## src/tmr_defines.vh

```
`ifndef TMR_DEFINES_VH
`define TMR_DEFINES_VH
// ==========================================================
// register map (byte addresses, APB)
`define TMR_ADDR_W 8
`define TMR_OFS_XFER 8'h0C
`define TMR_OFS_RESP 8'h10
`define TMR_OFS_PSTATE 8'h24
`define TMR_OFS_ISTAT 8'h30
`define TMR_OFS_IMASK 8'h34
`define TMR_OFS_EDET 8'h38
// ==========================================================
// transfer control fields
`define TMR_XFER_W 16
`define TMR_BIT_INT_DIS 8
`define TMR_BIT_CHK_EN 7
`define TMR_BIT_FMT 6
`define TMR_BIT_MULTI 5
`define TMR_BIT_DIR 4
`define TMR_XFER_WMASK 16'h01F0
`define TMR_XFER_RST 16'h0000
`define TMR_LANE_W 8
`define TMR_LANE_LO 0
`define TMR_LANE_HI 1
// ==========================================================
// response error masks
`define TMR_R1_ERR_MASK 32'hE6B8_0000
`define TMR_R5_ERR_MASK 32'h0000_008B
// ==========================================================
// interrupt status / mask layout; present-state inhibit bit
`define TMR_IRQ_W 2
`define TMR_IRQ_CMD 0
`define TMR_IRQ_RERR 1
`define TMR_IRQ_RST 2'h0
`define TMR_PS_DINH 1
`endif

```

## src/tmr_xfer_ctrl.v

```verilog
`timescale 1ns/1ps
`include "tmr_defines.vh"
module tmr_xfer_ctrl (
    input wire clk,
    input wire sys_rst,
    // APB slave
    input wire psel,
    input wire penable,
    input wire pwrite,
    input wire [`TMR_ADDR_W-1:0] paddr,
    input wire [31:0] pwdata,
    input wire [3:0] pstrb,
    output wire [31:0] prdata,
    output wire pready,
    output wire pslverr,
    // command path, same clock
    input wire dataLineCmdInhibit,
    input wire cmdDone,
    input wire respShort,
    input wire [31:0] respWord,
    // settings toward the data path
    output wire xferMulti,
    output wire xferRead,
    output wire respCheckEn,
    output wire respFmtSel,
    output wire cmdIntSuppress,
    // interrupt
    output wire irq
);
    // ==========================================================
    // declarations
    reg intSuppress_r;
    reg intSuppress_nxt;
    reg chkEn_r;
    reg chkEn_nxt;
    reg fmtIo_r;
    reg fmtIo_nxt;
    reg multi_r;
    reg multi_nxt;
    reg dir_r;
    reg dir_nxt;
    reg [`TMR_XFER_W-1:0] xferView;
    reg [`TMR_IRQ_W-1:0] mask_r;
    reg [`TMR_IRQ_W-1:0] mask_nxt;
    reg [31:0] respLast_r;
    reg [31:0] errDetail_r;
    reg [31:0] prdata_r;
    reg [31:0] rdMux;
    reg addrHit;
    reg irq_r;
    wire [`TMR_IRQ_W-1:0] stat;
    wire [`TMR_IRQ_W-1:0] statSet;
    wire [`TMR_IRQ_W-1:0] statClr;
    wire [`TMR_IRQ_W-1:0] pending;
    wire [`TMR_XFER_W-1:0] xferRst;
    wire [`TMR_XFER_W-1:0] laneMask;
    wire [`TMR_XFER_W-1:0] xferWrMask;
    wire setupPhase;
    wire accessPhase;
    wire wrEn;
    wire rdLoad;
    wire hitXfer;
    wire hitStat;
    wire hitMask;
    wire wrXfer;
    wire xferWrOk;
    wire wrStat;
    wire wrMask;
    wire statWrOk;
    wire maskWrOk;
    wire cmdEvent;
    wire rerrEvent;
    wire chkErr;
    wire [31:0] chkBits;

    // ==========================================================
    // APB handshake
    // zero wait states: the access phase always completes at once
    assign pready = 1'b1;
    assign setupPhase = psel & ~penable;
    assign accessPhase = psel & penable;
    assign pslverr = accessPhase & ~addrHit;
    assign wrEn = accessPhase & pwrite & addrHit;
    assign rdLoad = setupPhase & ~pwrite;
    assign prdata = prdata_r;

    // ==========================================================
    // register hits for the writable registers
    assign hitXfer = (paddr == `TMR_OFS_XFER);
    assign hitStat = (paddr == `TMR_OFS_ISTAT);
    assign hitMask = (paddr == `TMR_OFS_IMASK);

    // ==========================================================
    // write strobes
    assign wrXfer = wrEn & hitXfer;
    // the lock is sampled at the access edge, the edge that would take the write
    assign xferWrOk = wrXfer & ~dataLineCmdInhibit;
    assign wrStat = wrEn & hitStat;
    assign wrMask = wrEn & hitMask;

    // ==========================================================
    // address decode and read mux
    always @* begin
        rdMux = 32'h0000_0000;
        addrHit = 1'b1;
        case (paddr)
            `TMR_OFS_XFER: begin
                rdMux[`TMR_XFER_W-1:0] = xferView;
            end
            `TMR_OFS_RESP: begin
                rdMux = respLast_r;
            end
            `TMR_OFS_PSTATE: begin
                rdMux[`TMR_PS_DINH] = dataLineCmdInhibit;
            end
            `TMR_OFS_ISTAT: begin
                rdMux[`TMR_IRQ_W-1:0] = stat;
            end
            `TMR_OFS_IMASK: begin
                rdMux[`TMR_IRQ_W-1:0] = mask_r;
            end
            `TMR_OFS_EDET: begin
                rdMux = errDetail_r;
            end
            default: begin
                addrHit = 1'b0;
            end
        endcase
    end

    // read data is sampled in the setup cycle so it comes from a flop
    always @(posedge clk) begin
        if (sys_rst) begin
            prdata_r <= 32'h0000_0000;
        end else if (rdLoad) begin
            prdata_r <= rdMux;
        end
    end

    // ==========================================================
    // transfer control register
    // only the implemented fields are writable; the rest stay zero
    assign xferWrMask = `TMR_XFER_WMASK;
    assign xferRst = `TMR_XFER_RST;
    assign laneMask = {{`TMR_LANE_W{pstrb[`TMR_LANE_HI]}}, {`TMR_LANE_W{pstrb[`TMR_LANE_LO]}}} & xferWrMask;

    // one flop per field, so a lane strobe touches only its own bits;
    // a locked write is dropped silently and still answers okay
    // suppress: the command-complete event is blocked at its source
    always @* begin
        intSuppress_nxt = intSuppress_r;
        if (xferWrOk & laneMask[`TMR_BIT_INT_DIS]) begin
            intSuppress_nxt = pwdata[`TMR_BIT_INT_DIS];
        end
    end

    always @(posedge clk) begin
        if (sys_rst) begin
            intSuppress_r <= xferRst[`TMR_BIT_INT_DIS];
        end else begin
            intSuppress_r <= intSuppress_nxt;
        end
    end

    // check enable: only looked at when a response arrives
    always @* begin
        chkEn_nxt = chkEn_r;
        if (xferWrOk & laneMask[`TMR_BIT_CHK_EN]) begin
            chkEn_nxt = pwdata[`TMR_BIT_CHK_EN];
        end
    end

    always @(posedge clk) begin
        if (sys_rst) begin
            chkEn_r <= xferRst[`TMR_BIT_CHK_EN];
        end else begin
            chkEn_r <= chkEn_nxt;
        end
    end

    // format: 0 memory status, 1 i/o status
    always @* begin
        fmtIo_nxt = fmtIo_r;
        if (xferWrOk & laneMask[`TMR_BIT_FMT]) begin
            fmtIo_nxt = pwdata[`TMR_BIT_FMT];
        end
    end

    always @(posedge clk) begin
        if (sys_rst) begin
            fmtIo_r <= xferRst[`TMR_BIT_FMT];
        end else begin
            fmtIo_r <= fmtIo_nxt;
        end
    end

    // multiplicity: 1 multiple-block, 0 single-block
    always @* begin
        multi_nxt = multi_r;
        if (xferWrOk & laneMask[`TMR_BIT_MULTI]) begin
            multi_nxt = pwdata[`TMR_BIT_MULTI];
        end
    end

    always @(posedge clk) begin
        if (sys_rst) begin
            multi_r <= xferRst[`TMR_BIT_MULTI];
        end else begin
            multi_r <= multi_nxt;
        end
    end

    // direction: 1 card to host, 0 host to card
    always @* begin
        dir_nxt = dir_r;
        if (xferWrOk & laneMask[`TMR_BIT_DIR]) begin
            dir_nxt = pwdata[`TMR_BIT_DIR];
        end
    end

    always @(posedge clk) begin
        if (sys_rst) begin
            dir_r <= xferRst[`TMR_BIT_DIR];
        end else begin
            dir_r <= dir_nxt;
        end
    end

    // read view: reserved and unimplemented bits stay zero
    always @* begin
        xferView = {`TMR_XFER_W{1'b0}};
        xferView[`TMR_BIT_INT_DIS] = intSuppress_r;
        xferView[`TMR_BIT_CHK_EN] = chkEn_r;
        xferView[`TMR_BIT_FMT] = fmtIo_r;
        xferView[`TMR_BIT_MULTI] = multi_r;
        xferView[`TMR_BIT_DIR] = dir_r;
    end

    // fields straight to the command and data paths
    assign xferMulti = multi_r;
    assign xferRead = dir_r;
    assign respCheckEn = chkEn_r;
    assign respFmtSel = fmtIo_r;
    assign cmdIntSuppress = intSuppress_r;

    // ==========================================================
    // response capture
    // the last response stays readable for software that checks it itself
    always @(posedge clk) begin
        if (sys_rst) begin
            respLast_r <= 32'h0000_0000;
        end else if (cmdDone) begin
            respLast_r <= respWord;
        end
    end

    // ==========================================================
    // automatic response check
    tmr_resp_check u_check (
        .clk(clk),
        .sys_rst(sys_rst),
        .respValid(cmdDone),
        .respShort(respShort),
        .checkEn(respCheckEn),
        .fmtIo(respFmtSel),
        .respWord(respWord),
        .errPulse(chkErr),
        .errBits(chkBits)
    );

    // detail holds the offending bits of the last failing check
    always @(posedge clk) begin
        if (sys_rst) begin
            errDetail_r <= 32'h0000_0000;
        end else if (chkErr) begin
            errDetail_r <= chkBits;
        end
    end

    // ==========================================================
    // interrupt status and mask
    // suppression stops the event itself, so the mask cannot revive it
    assign cmdEvent = cmdDone & ~intSuppress_r;
    assign rerrEvent = chkErr;
    assign statSet[`TMR_IRQ_CMD] = cmdEvent;
    assign statSet[`TMR_IRQ_RERR] = rerrEvent;
    assign statWrOk = wrStat & pstrb[`TMR_LANE_LO];
    assign statClr = statWrOk ? pwdata[`TMR_IRQ_W-1:0] : `TMR_IRQ_RST;

    tmr_sticky #(
        .W(`TMR_IRQ_W)
    ) u_stat (
        .clk(clk),
        .sys_rst(sys_rst),
        .setBits(statSet),
        .clrBits(statClr),
        .stat(stat)
    );

    assign maskWrOk = wrMask & pstrb[`TMR_LANE_LO];

    always @* begin
        mask_nxt = mask_r;
        if (maskWrOk) begin
            mask_nxt = pwdata[`TMR_IRQ_W-1:0];
        end
    end

    always @(posedge clk) begin
        if (sys_rst) begin
            mask_r <= `TMR_IRQ_RST;
        end else begin
            mask_r <= mask_nxt;
        end
    end

    // only unmasked sticky bits count toward the pin
    assign pending = stat & mask_r;

    // registered so the pin never glitches while status and mask move
    always @(posedge clk) begin
        if (sys_rst) begin
            irq_r <= 1'b0;
        end else begin
            irq_r <= |pending;
        end
    end

    assign irq = irq_r;
endmodule // tmr_xfer_ctrl

```

## src/tmr_sticky.v

```verilog
`timescale 1ns/1ps
// ==========================================================
// sticky status bits, write-one-to-clear; set beats clear
module tmr_sticky #(
    parameter W = 2
) (
    input wire clk,
    input wire sys_rst,
    input wire [W-1:0] setBits,
    input wire [W-1:0] clrBits,
    output wire [W-1:0] stat
);
    reg [W-1:0] stat_r;
    wire [W-1:0] stat_nxt;

    assign stat_nxt = (stat_r & ~clrBits) | setBits;
    assign stat = stat_r;

    always @(posedge clk) begin
        if (sys_rst) begin
            stat_r <= {W{1'b0}};
        end else begin
            stat_r <= stat_nxt;
        end
    end
endmodule // tmr_sticky

```

## src/tmr_resp_check.v

```verilog
`timescale 1ns/1ps
`include "tmr_defines.vh"
// ==========================================================
// response error check; result one cycle after the response
module tmr_resp_check (
    input wire clk,
    input wire sys_rst,
    input wire respValid,
    input wire respShort,
    input wire checkEn,
    input wire fmtIo,
    input wire [31:0] respWord,
    output wire errPulse,
    output wire [31:0] errBits
);
    reg errPulse_r;
    reg [31:0] errBits_r;
    wire [31:0] fmtMask;
    wire [31:0] hitBits;
    wire doCheck;

    // format select: 0 memory status, 1 i/o status
    assign fmtMask = fmtIo ? `TMR_R5_ERR_MASK : `TMR_R1_ERR_MASK;
    // only short status formats are ever evaluated
    assign doCheck = respValid & respShort & checkEn;
    assign hitBits = respWord & fmtMask;
    assign errPulse = errPulse_r;
    assign errBits = errBits_r;

    always @(posedge clk) begin
        if (sys_rst) begin
            errPulse_r <= 1'b0;
            errBits_r <= 32'h0000_0000;
        end else begin
            errPulse_r <= doCheck & (|hitBits);
            if (doCheck) begin
                errBits_r <= hitBits;
            end
        end
    end
endmodule // tmr_resp_check

```

## config.mk

```make
export PLATFORM = sky130hd
export DESIGN_NAME = tmr_xfer_ctrl
export DESIGN_NICKNAME = d
export VERILOG_FILES = /design/src/tmr_xfer_ctrl.v /design/src/tmr_sticky.v /design/src/tmr_resp_check.v
export VERILOG_INCLUDE_DIRS = /design/src
export SDC_FILE = /design/constraint.sdc
export NUM_CORES = 1
export LEC_CHECK = 0
export ABC_AREA = 1
export BUFFER_PORTS_ARGS = -buffer_cell sky130_fd_sc_hd__buf_2
export CAP_MARGIN = 30
export CORE_MARGIN = 4
export CORE_UTILIZATION = 55
export CTS_CLUSTER_DIAMETER = 120
export DETAILED_ROUTE_END_ITERATION = 6
export PLACE_DENSITY = 0.89
export SETUP_SLACK_MARGIN = 0.5
export SLEW_MARGIN = 15
export SYNTH_ARGS = -nofsm -noshare
export SYNTH_HDL_FRONTEND = slang
export SYNTH_SLANG_ARGS = --single-unit
```

## constraint.sdc

```tcl
create_clock -name clk -period 1.6 [get_ports clk]
set_input_delay 0.24 -clock clk [delete_from_list [all_inputs] [get_ports clk]]
set_output_delay 0.24 -clock clk [all_outputs]
set_load 0.005 [all_outputs]
```

======== Word-level counts from Yosys, hierarchy flattened ========
Index checks and enable logic that the tools add are counted.
word-level totals
  register bits ........................... 139
  bits in latches ......................... 0
  memory bits (writable) .................. 0
  memory bits (read-only) ................. 0
  bits of input ports ..................... 84
  logic and storage cells ................. 57
  memories ................................ 0
operators by class
  add/sub/neg operators ................... 0
  $mul .................................... 0
  div/mod/pow operators ................... 0
  magnitude comparators ................... 0
  equality and inequality tests ........... 6
  shift-type cells ........................ 0
  mux-type cells .......................... 7
  bitwise operators ....................... 28
  reductions and logical operators ........ 3
operators by type and width
  cell                  count
  $pmux W14 S3          1
  $and A32 B32 Y32      1
  $eq A8 B6 Y1 const B  4
  $mux W32              1
  $pmux W16 S2          1
  $reduce_or A32 Y1     1
  $and A1 B1 Y1         18
  $eq A8 B4 Y1 const B  1
  $eq A8 B5 Y1 const B  1
  $reduce_or A6 Y1      1
  $not A1 Y1            5
  $pmux W1 S5           1
  $and A2 B2 Y2         2
  $pmux W1 S4           1
  $mux W2               1
  $not A2 Y2            1
  $or A2 B2 Y2          1
  $reduce_or A2 Y1      1
  $mux W1               1

======== Logic depth before layout (Yosys ltp) ========
  depth in word-level cells ............... 10
  mapped depth ............................ 10
  gate-level depth less buffers ........... 9

======== Cells and area by module ========
A second synthesis with hierarchy kept.
unflattened totals
  cells, all modules ...................... 681
  area, all modules ....................... 5197.5 um^2
modules (own cells, without submodules)
  module          instances  cells an instance  area an instance (um^2)  sequential area each (um^2)
  tmr_xfer_ctrl   1          577                4403.0                   2082.0
  tmr_resp_check  1          94                 721.9                    280.3
  tmr_sticky      1          10                 72.6                     40.0

======== Worst setup path after synthesis ========
Ideal clock, no wire load.
  path type ............................... reg-to-reg
  start ................................... register fmtIo_r (netlist: respFmtSel)
  end ..................................... register u_check.errPulse_r (netlist: u_check.errPulse)
  data arrival time ....................... 982 ps
  data required time ...................... 1468 ps
  slack ................................... 486 ps
  stages on the path, launching flop included .. 7
  period minus slack after synthesis ...... 1114 ps
  path through ............................ dfxtp_1 > inv_1 > buf_2 > o21ai_0 > nand4_1 > nor2_1 > nor3_1
on the way
  word-level cells in the longest chain between the ends .. 4
ends and longest elaborated chain
  item                       RTL line             source
  from (decl)                tmr_xfer_ctrl.v:36   reg fmtIo_r;
  from (signal assigned)     tmr_xfer_ctrl.v:191  fmtIo_r <= xferRst[`TMR_BIT_FMT];
  from (signal assigned)     tmr_xfer_ctrl.v:193  fmtIo_r <= fmtIo_nxt;
  $mux W32 (no source line)  n/a
  $and A32 B32 Y32           tmr_resp_check.v:26  assign hitBits = respWord & fmtMask;
  $reduce_or A32 Y1          tmr_resp_check.v:35  errPulse_r <= doCheck & (|hitBits);
  $and A1 B1 Y1              tmr_resp_check.v:35
  to (signal assigned)       tmr_resp_check.v:35
  to (decl)                  tmr_resp_check.v:16  reg errPulse_r;
Every way passes these cells.
A chain may end at the register's enable or synchronous reset.

======== Worst setup path after layout ========
  start ................................... input paddr[2]
  end ..................................... output pslverr
on the way
  word-level cells in the longest chain between the ends .. 5
  elaborated cells between the ends (all ways) .. 10
  those cells by class .................... eq/ne (6); mux (1); bitwise (2); reduce/logical (1)
ends and longest elaborated chain
  item                                        RTL line             source
  from (decl)                                 tmr_xfer_ctrl.v:10   input wire [`TMR_ADDR_W-1:0] paddr,
  $eq A8 B4 Y1, or another cell as far along  tmr_xfer_ctrl.v:106  case (paddr)
  $reduce_or A6 Y1 (no source line) *         n/a
  $mux W1 *                                   tmr_xfer_ctrl.v:106
  $not A1 Y1 *                                tmr_xfer_ctrl.v:82   assign pslverr = accessPhase & ~addrHit;
  $and A1 B1 Y1 *                             tmr_xfer_ctrl.v:82
  to (decl)                                   tmr_xfer_ctrl.v:15   output wire pslverr,
Every way passes the cells marked *; elsewhere a longest branch is shown, timed or not.

==> metrics <==
Critical Path, Cell by Cell=buf_8 -> nand2_1 -> nor2_4 -> nand2_2 -> nand3_2 -> nor3_2 -> buf_2; slowest stage cell, crit path=nand2_1; final global-route overflow total=0; Hold Crit Class=in2reg; fmax=~0.75 GHz; Main synth FF type=dfxtp_1; Antenna Cells=0; Die X=around 95 um; reg2reg setup slack=approximately 0.4 ns; Crit path arrival time=1.09 ns; nets=just under 800; cells after synthesis=590; most common cell in the netlist=nor2_1; worst hold margin=between 0.07 and 0.08 ns; H-Tree Depth=3; root buffer cell=clkbuf_8; Hold EP=respLast_r[16]; PD cells=889 nW/um2; number of synthesized flops with an enable pin=0; met3 usage in global routing=0.0789; GRT met1 Usage=0.326; ranking of synthesized cells by area=dfxtp_1, nor2_1, nand2_1; critical path required time=1.36 ns; die height=94.8 um; met2 GRT Util=0.450; GR peak layer=met2; Lkg Pwr=0.00253 uW; largest area contributor in the netlist=dfxtp_1; Mean Syn Cell Area=7.02 um2; Synth top cells by count=nor2_1, dfxtp_1, nand2_1; Post-synth ARST share=0; Clock transition at path regs=~0.10 ns; WL final=14400 um; Area growth syn-to-layout=32.9%; number of fill cells=462; vias in the first global route=approximately 4200; R2R depth=5; Post-Syn Nets=674; # port buffers=95; Post-Syn Area=between 4000 and 5000 um2; Clock Path Buffers=2; Core Area=7290 um2; first-pass GRT wire length=19400 um; final hold vios=0; # IOs=124; Setup crit end kind=output port; DRC viols=0; crit-path max FO=6; area of the die=approximately 9000 um2; TritonCTS clock tree=yes; worst clock skew=0.0223 ns; largest net degree at the start of global routing=40; WL/cell=between 15 and 20 um; crit-path max cell delay=0.19 ns; number of library cell types mapped by synthesis=23; ratio of cells with drive above 1 in the final layout=0.333; HPWL Detailed=7340 um; critical hold path startpoint=respWord[16]; Rows=31; via total after detailed routing=4654; CP top delay family=simple AND/OR/NAND/NOR gates; DR pass1 iterations=5; YS warnings=0; unrepaired setup endpoints after global routing=true; status=complete, no violations; initial antenna violation count=0; CTS Sinks=roughly 100; fin crit share=0.833; WP buf/inv=2; reg2reg end=u_check.errPulse; Synth top area share=0.488; post-route ant nets=0; MaxCap Viol Count=0; Slew Limit Fails=0; Yosys reg bits=101; clk_lat worst skew=0.39 ns; worst r2r src=respFmtSel; via/cell ratio=5.74; hold path depth=3; final setup fails=0; Setup TNS=0 ns; CTS buffer count=9; final instance area=approximately 5500 um2; Startpoint Class=input port; Starting Density=0.568; gr usage total=0.275; WS Path Type=in2out; Iteration-0 DRC Markers=480; gp weighted congestion=~0.95; crit path time final=between 1 and 1.5 ns; Post-DP Area=4700 um2; sequential fraction of the synthesis area=0.488; CTS Hold Bufs=0; VDD IR max=0.000597 V
==> sequential cells by signal, indices dropped and copies added (netlist names) <==
register and count:
prdata 32, respLast_r 32, u_check.errBits 13, errDetail_r 13, mask_r 2, u_stat.stat 2
respCheckEn 1, irq 1, xferMulti 1, cmdIntSuppress 1, xferRead 1, respFmtSel 1
u_check.errPulse 1
==> kinds of logic (layout without fill, tap and decap cells) <==
| family | after synthesis | count (layout) | share of synthesized area |
|---|---|---|---|
| other | 1 | 1 | 0.000905 |
| and+or+nand+nor | 299 | 299 | 0.290 |
| DFF | 101 | 101 | 0.488 |
| buffers and inverters | 68 | 190 | 0.0728 |
| AOI/OAI and AO/OA | 121 | 121 | 0.148 |
==> area by class of cell <==
cell class,instances,area [um2],share of cell area
flip-flops and latches,101,2060,0.375
multi-input cells,421,2010,0.366
repair buffers,134,902,0.164
inverters,37,174,0.0316
clock buffers,11,141,0.0257
well taps,99,124,0.0225
clock inverters,5,66.3,0.0120
repair inverters,3,22.5,0.00409
==> worst max-delay path by stage <==
stage / start / end / slack [ns] / depth (start not counted)
6_report: paddr[2] / pslverr / 0.27 / 7
4_1_cts: paddr[5] / pslverr / 0.39 / 7
3_3_place_gp: u_check.errPulse / errDetail_r[3] / 0.20 / 3
3_5_place_dp: paddr[7] / pslverr / 0.19 / 8
5_1_grt: paddr[2] / pslverr / 0.21 / 7
2_1_floorplan: paddr[0] / pslverr / 0.50 / 6
==> cells in the final DEF (no fill, tap or decap), types with 2 or more instances in the layout <==
| cell type | n |
|---|---|
| nand2_4 | 3 |
| inv_4 | 2 |
| o21ai_1 | 2 |
| inv_6 | 3 |
| dfxtp_4 | 3 |
| nand3_1 | 25 |
| buf_6 | 15 |
| o21ai_0 | 72 |
| nand2_1 | 86 |
| inv_2 | 6 |
| nor2_2 | 4 |
| nand2_2 | 16 |
| nand3_4 | 2 |
| inv_1 | 24 |
| inv_8 | 2 |
| buf_2 | 80 |
| dfxtp_2 | 25 |
| a21oi_1 | 42 |
| a21oi_2 | 4 |
| buf_4 | 35 |
| dfxtp_1 | 73 |
| buf_8 | 2 |
| nor2_4 | 11 |
| nand4_1 | 5 |
| nor2_1 | 142 |
| nand3_2 | 2 |
| buf_12 | 2 |
| clkbuf_8 | 10 |
| clkinvlp_4 | 4 |
==> layer usage <==
metal / up-vias / routed length, um
met3: 81 / 1530
met4: 0 / 813
li1: 2116 / -
met5: - / 0
met1: 2126 / 5180
met2: 331 / 6880
==> tightest hold or removal path, delay by kind of cell <==
kind,cells,cell delay (ns)
buffers and inverters,1,0.07
and+or+nand+nor,2,0.11
==> power by group <==
part | total, uW | switching, uW | internal (uW)
logic | 511 | 309 | 202
registers | 2650 | 48.9 | 2600
clock network | 1740 | 952 | 787
==> metrics by stage <==
stage                     setup WS [ns]   util  instances  power (uW)
after floorplan                   0.505      -        590        2910
after global placement            0.203  0.645        765        3070
after detailed placement          0.187  0.645        765        3090
after CTS                         0.391  0.717        800        4780
after global routing              0.211  0.755        811        5060
final                             0.267  0.755        811        4900
==> what timing repair did <==
action                                 CTS  global route
endpoints found under the hold margin    0             0
cloned                                   1             2
pin swaps                               14            24
setup buffers                           18             9
resized for setup                       60            68
setup endpoints to repair               33            61
(Power assumes the default switching activity.)
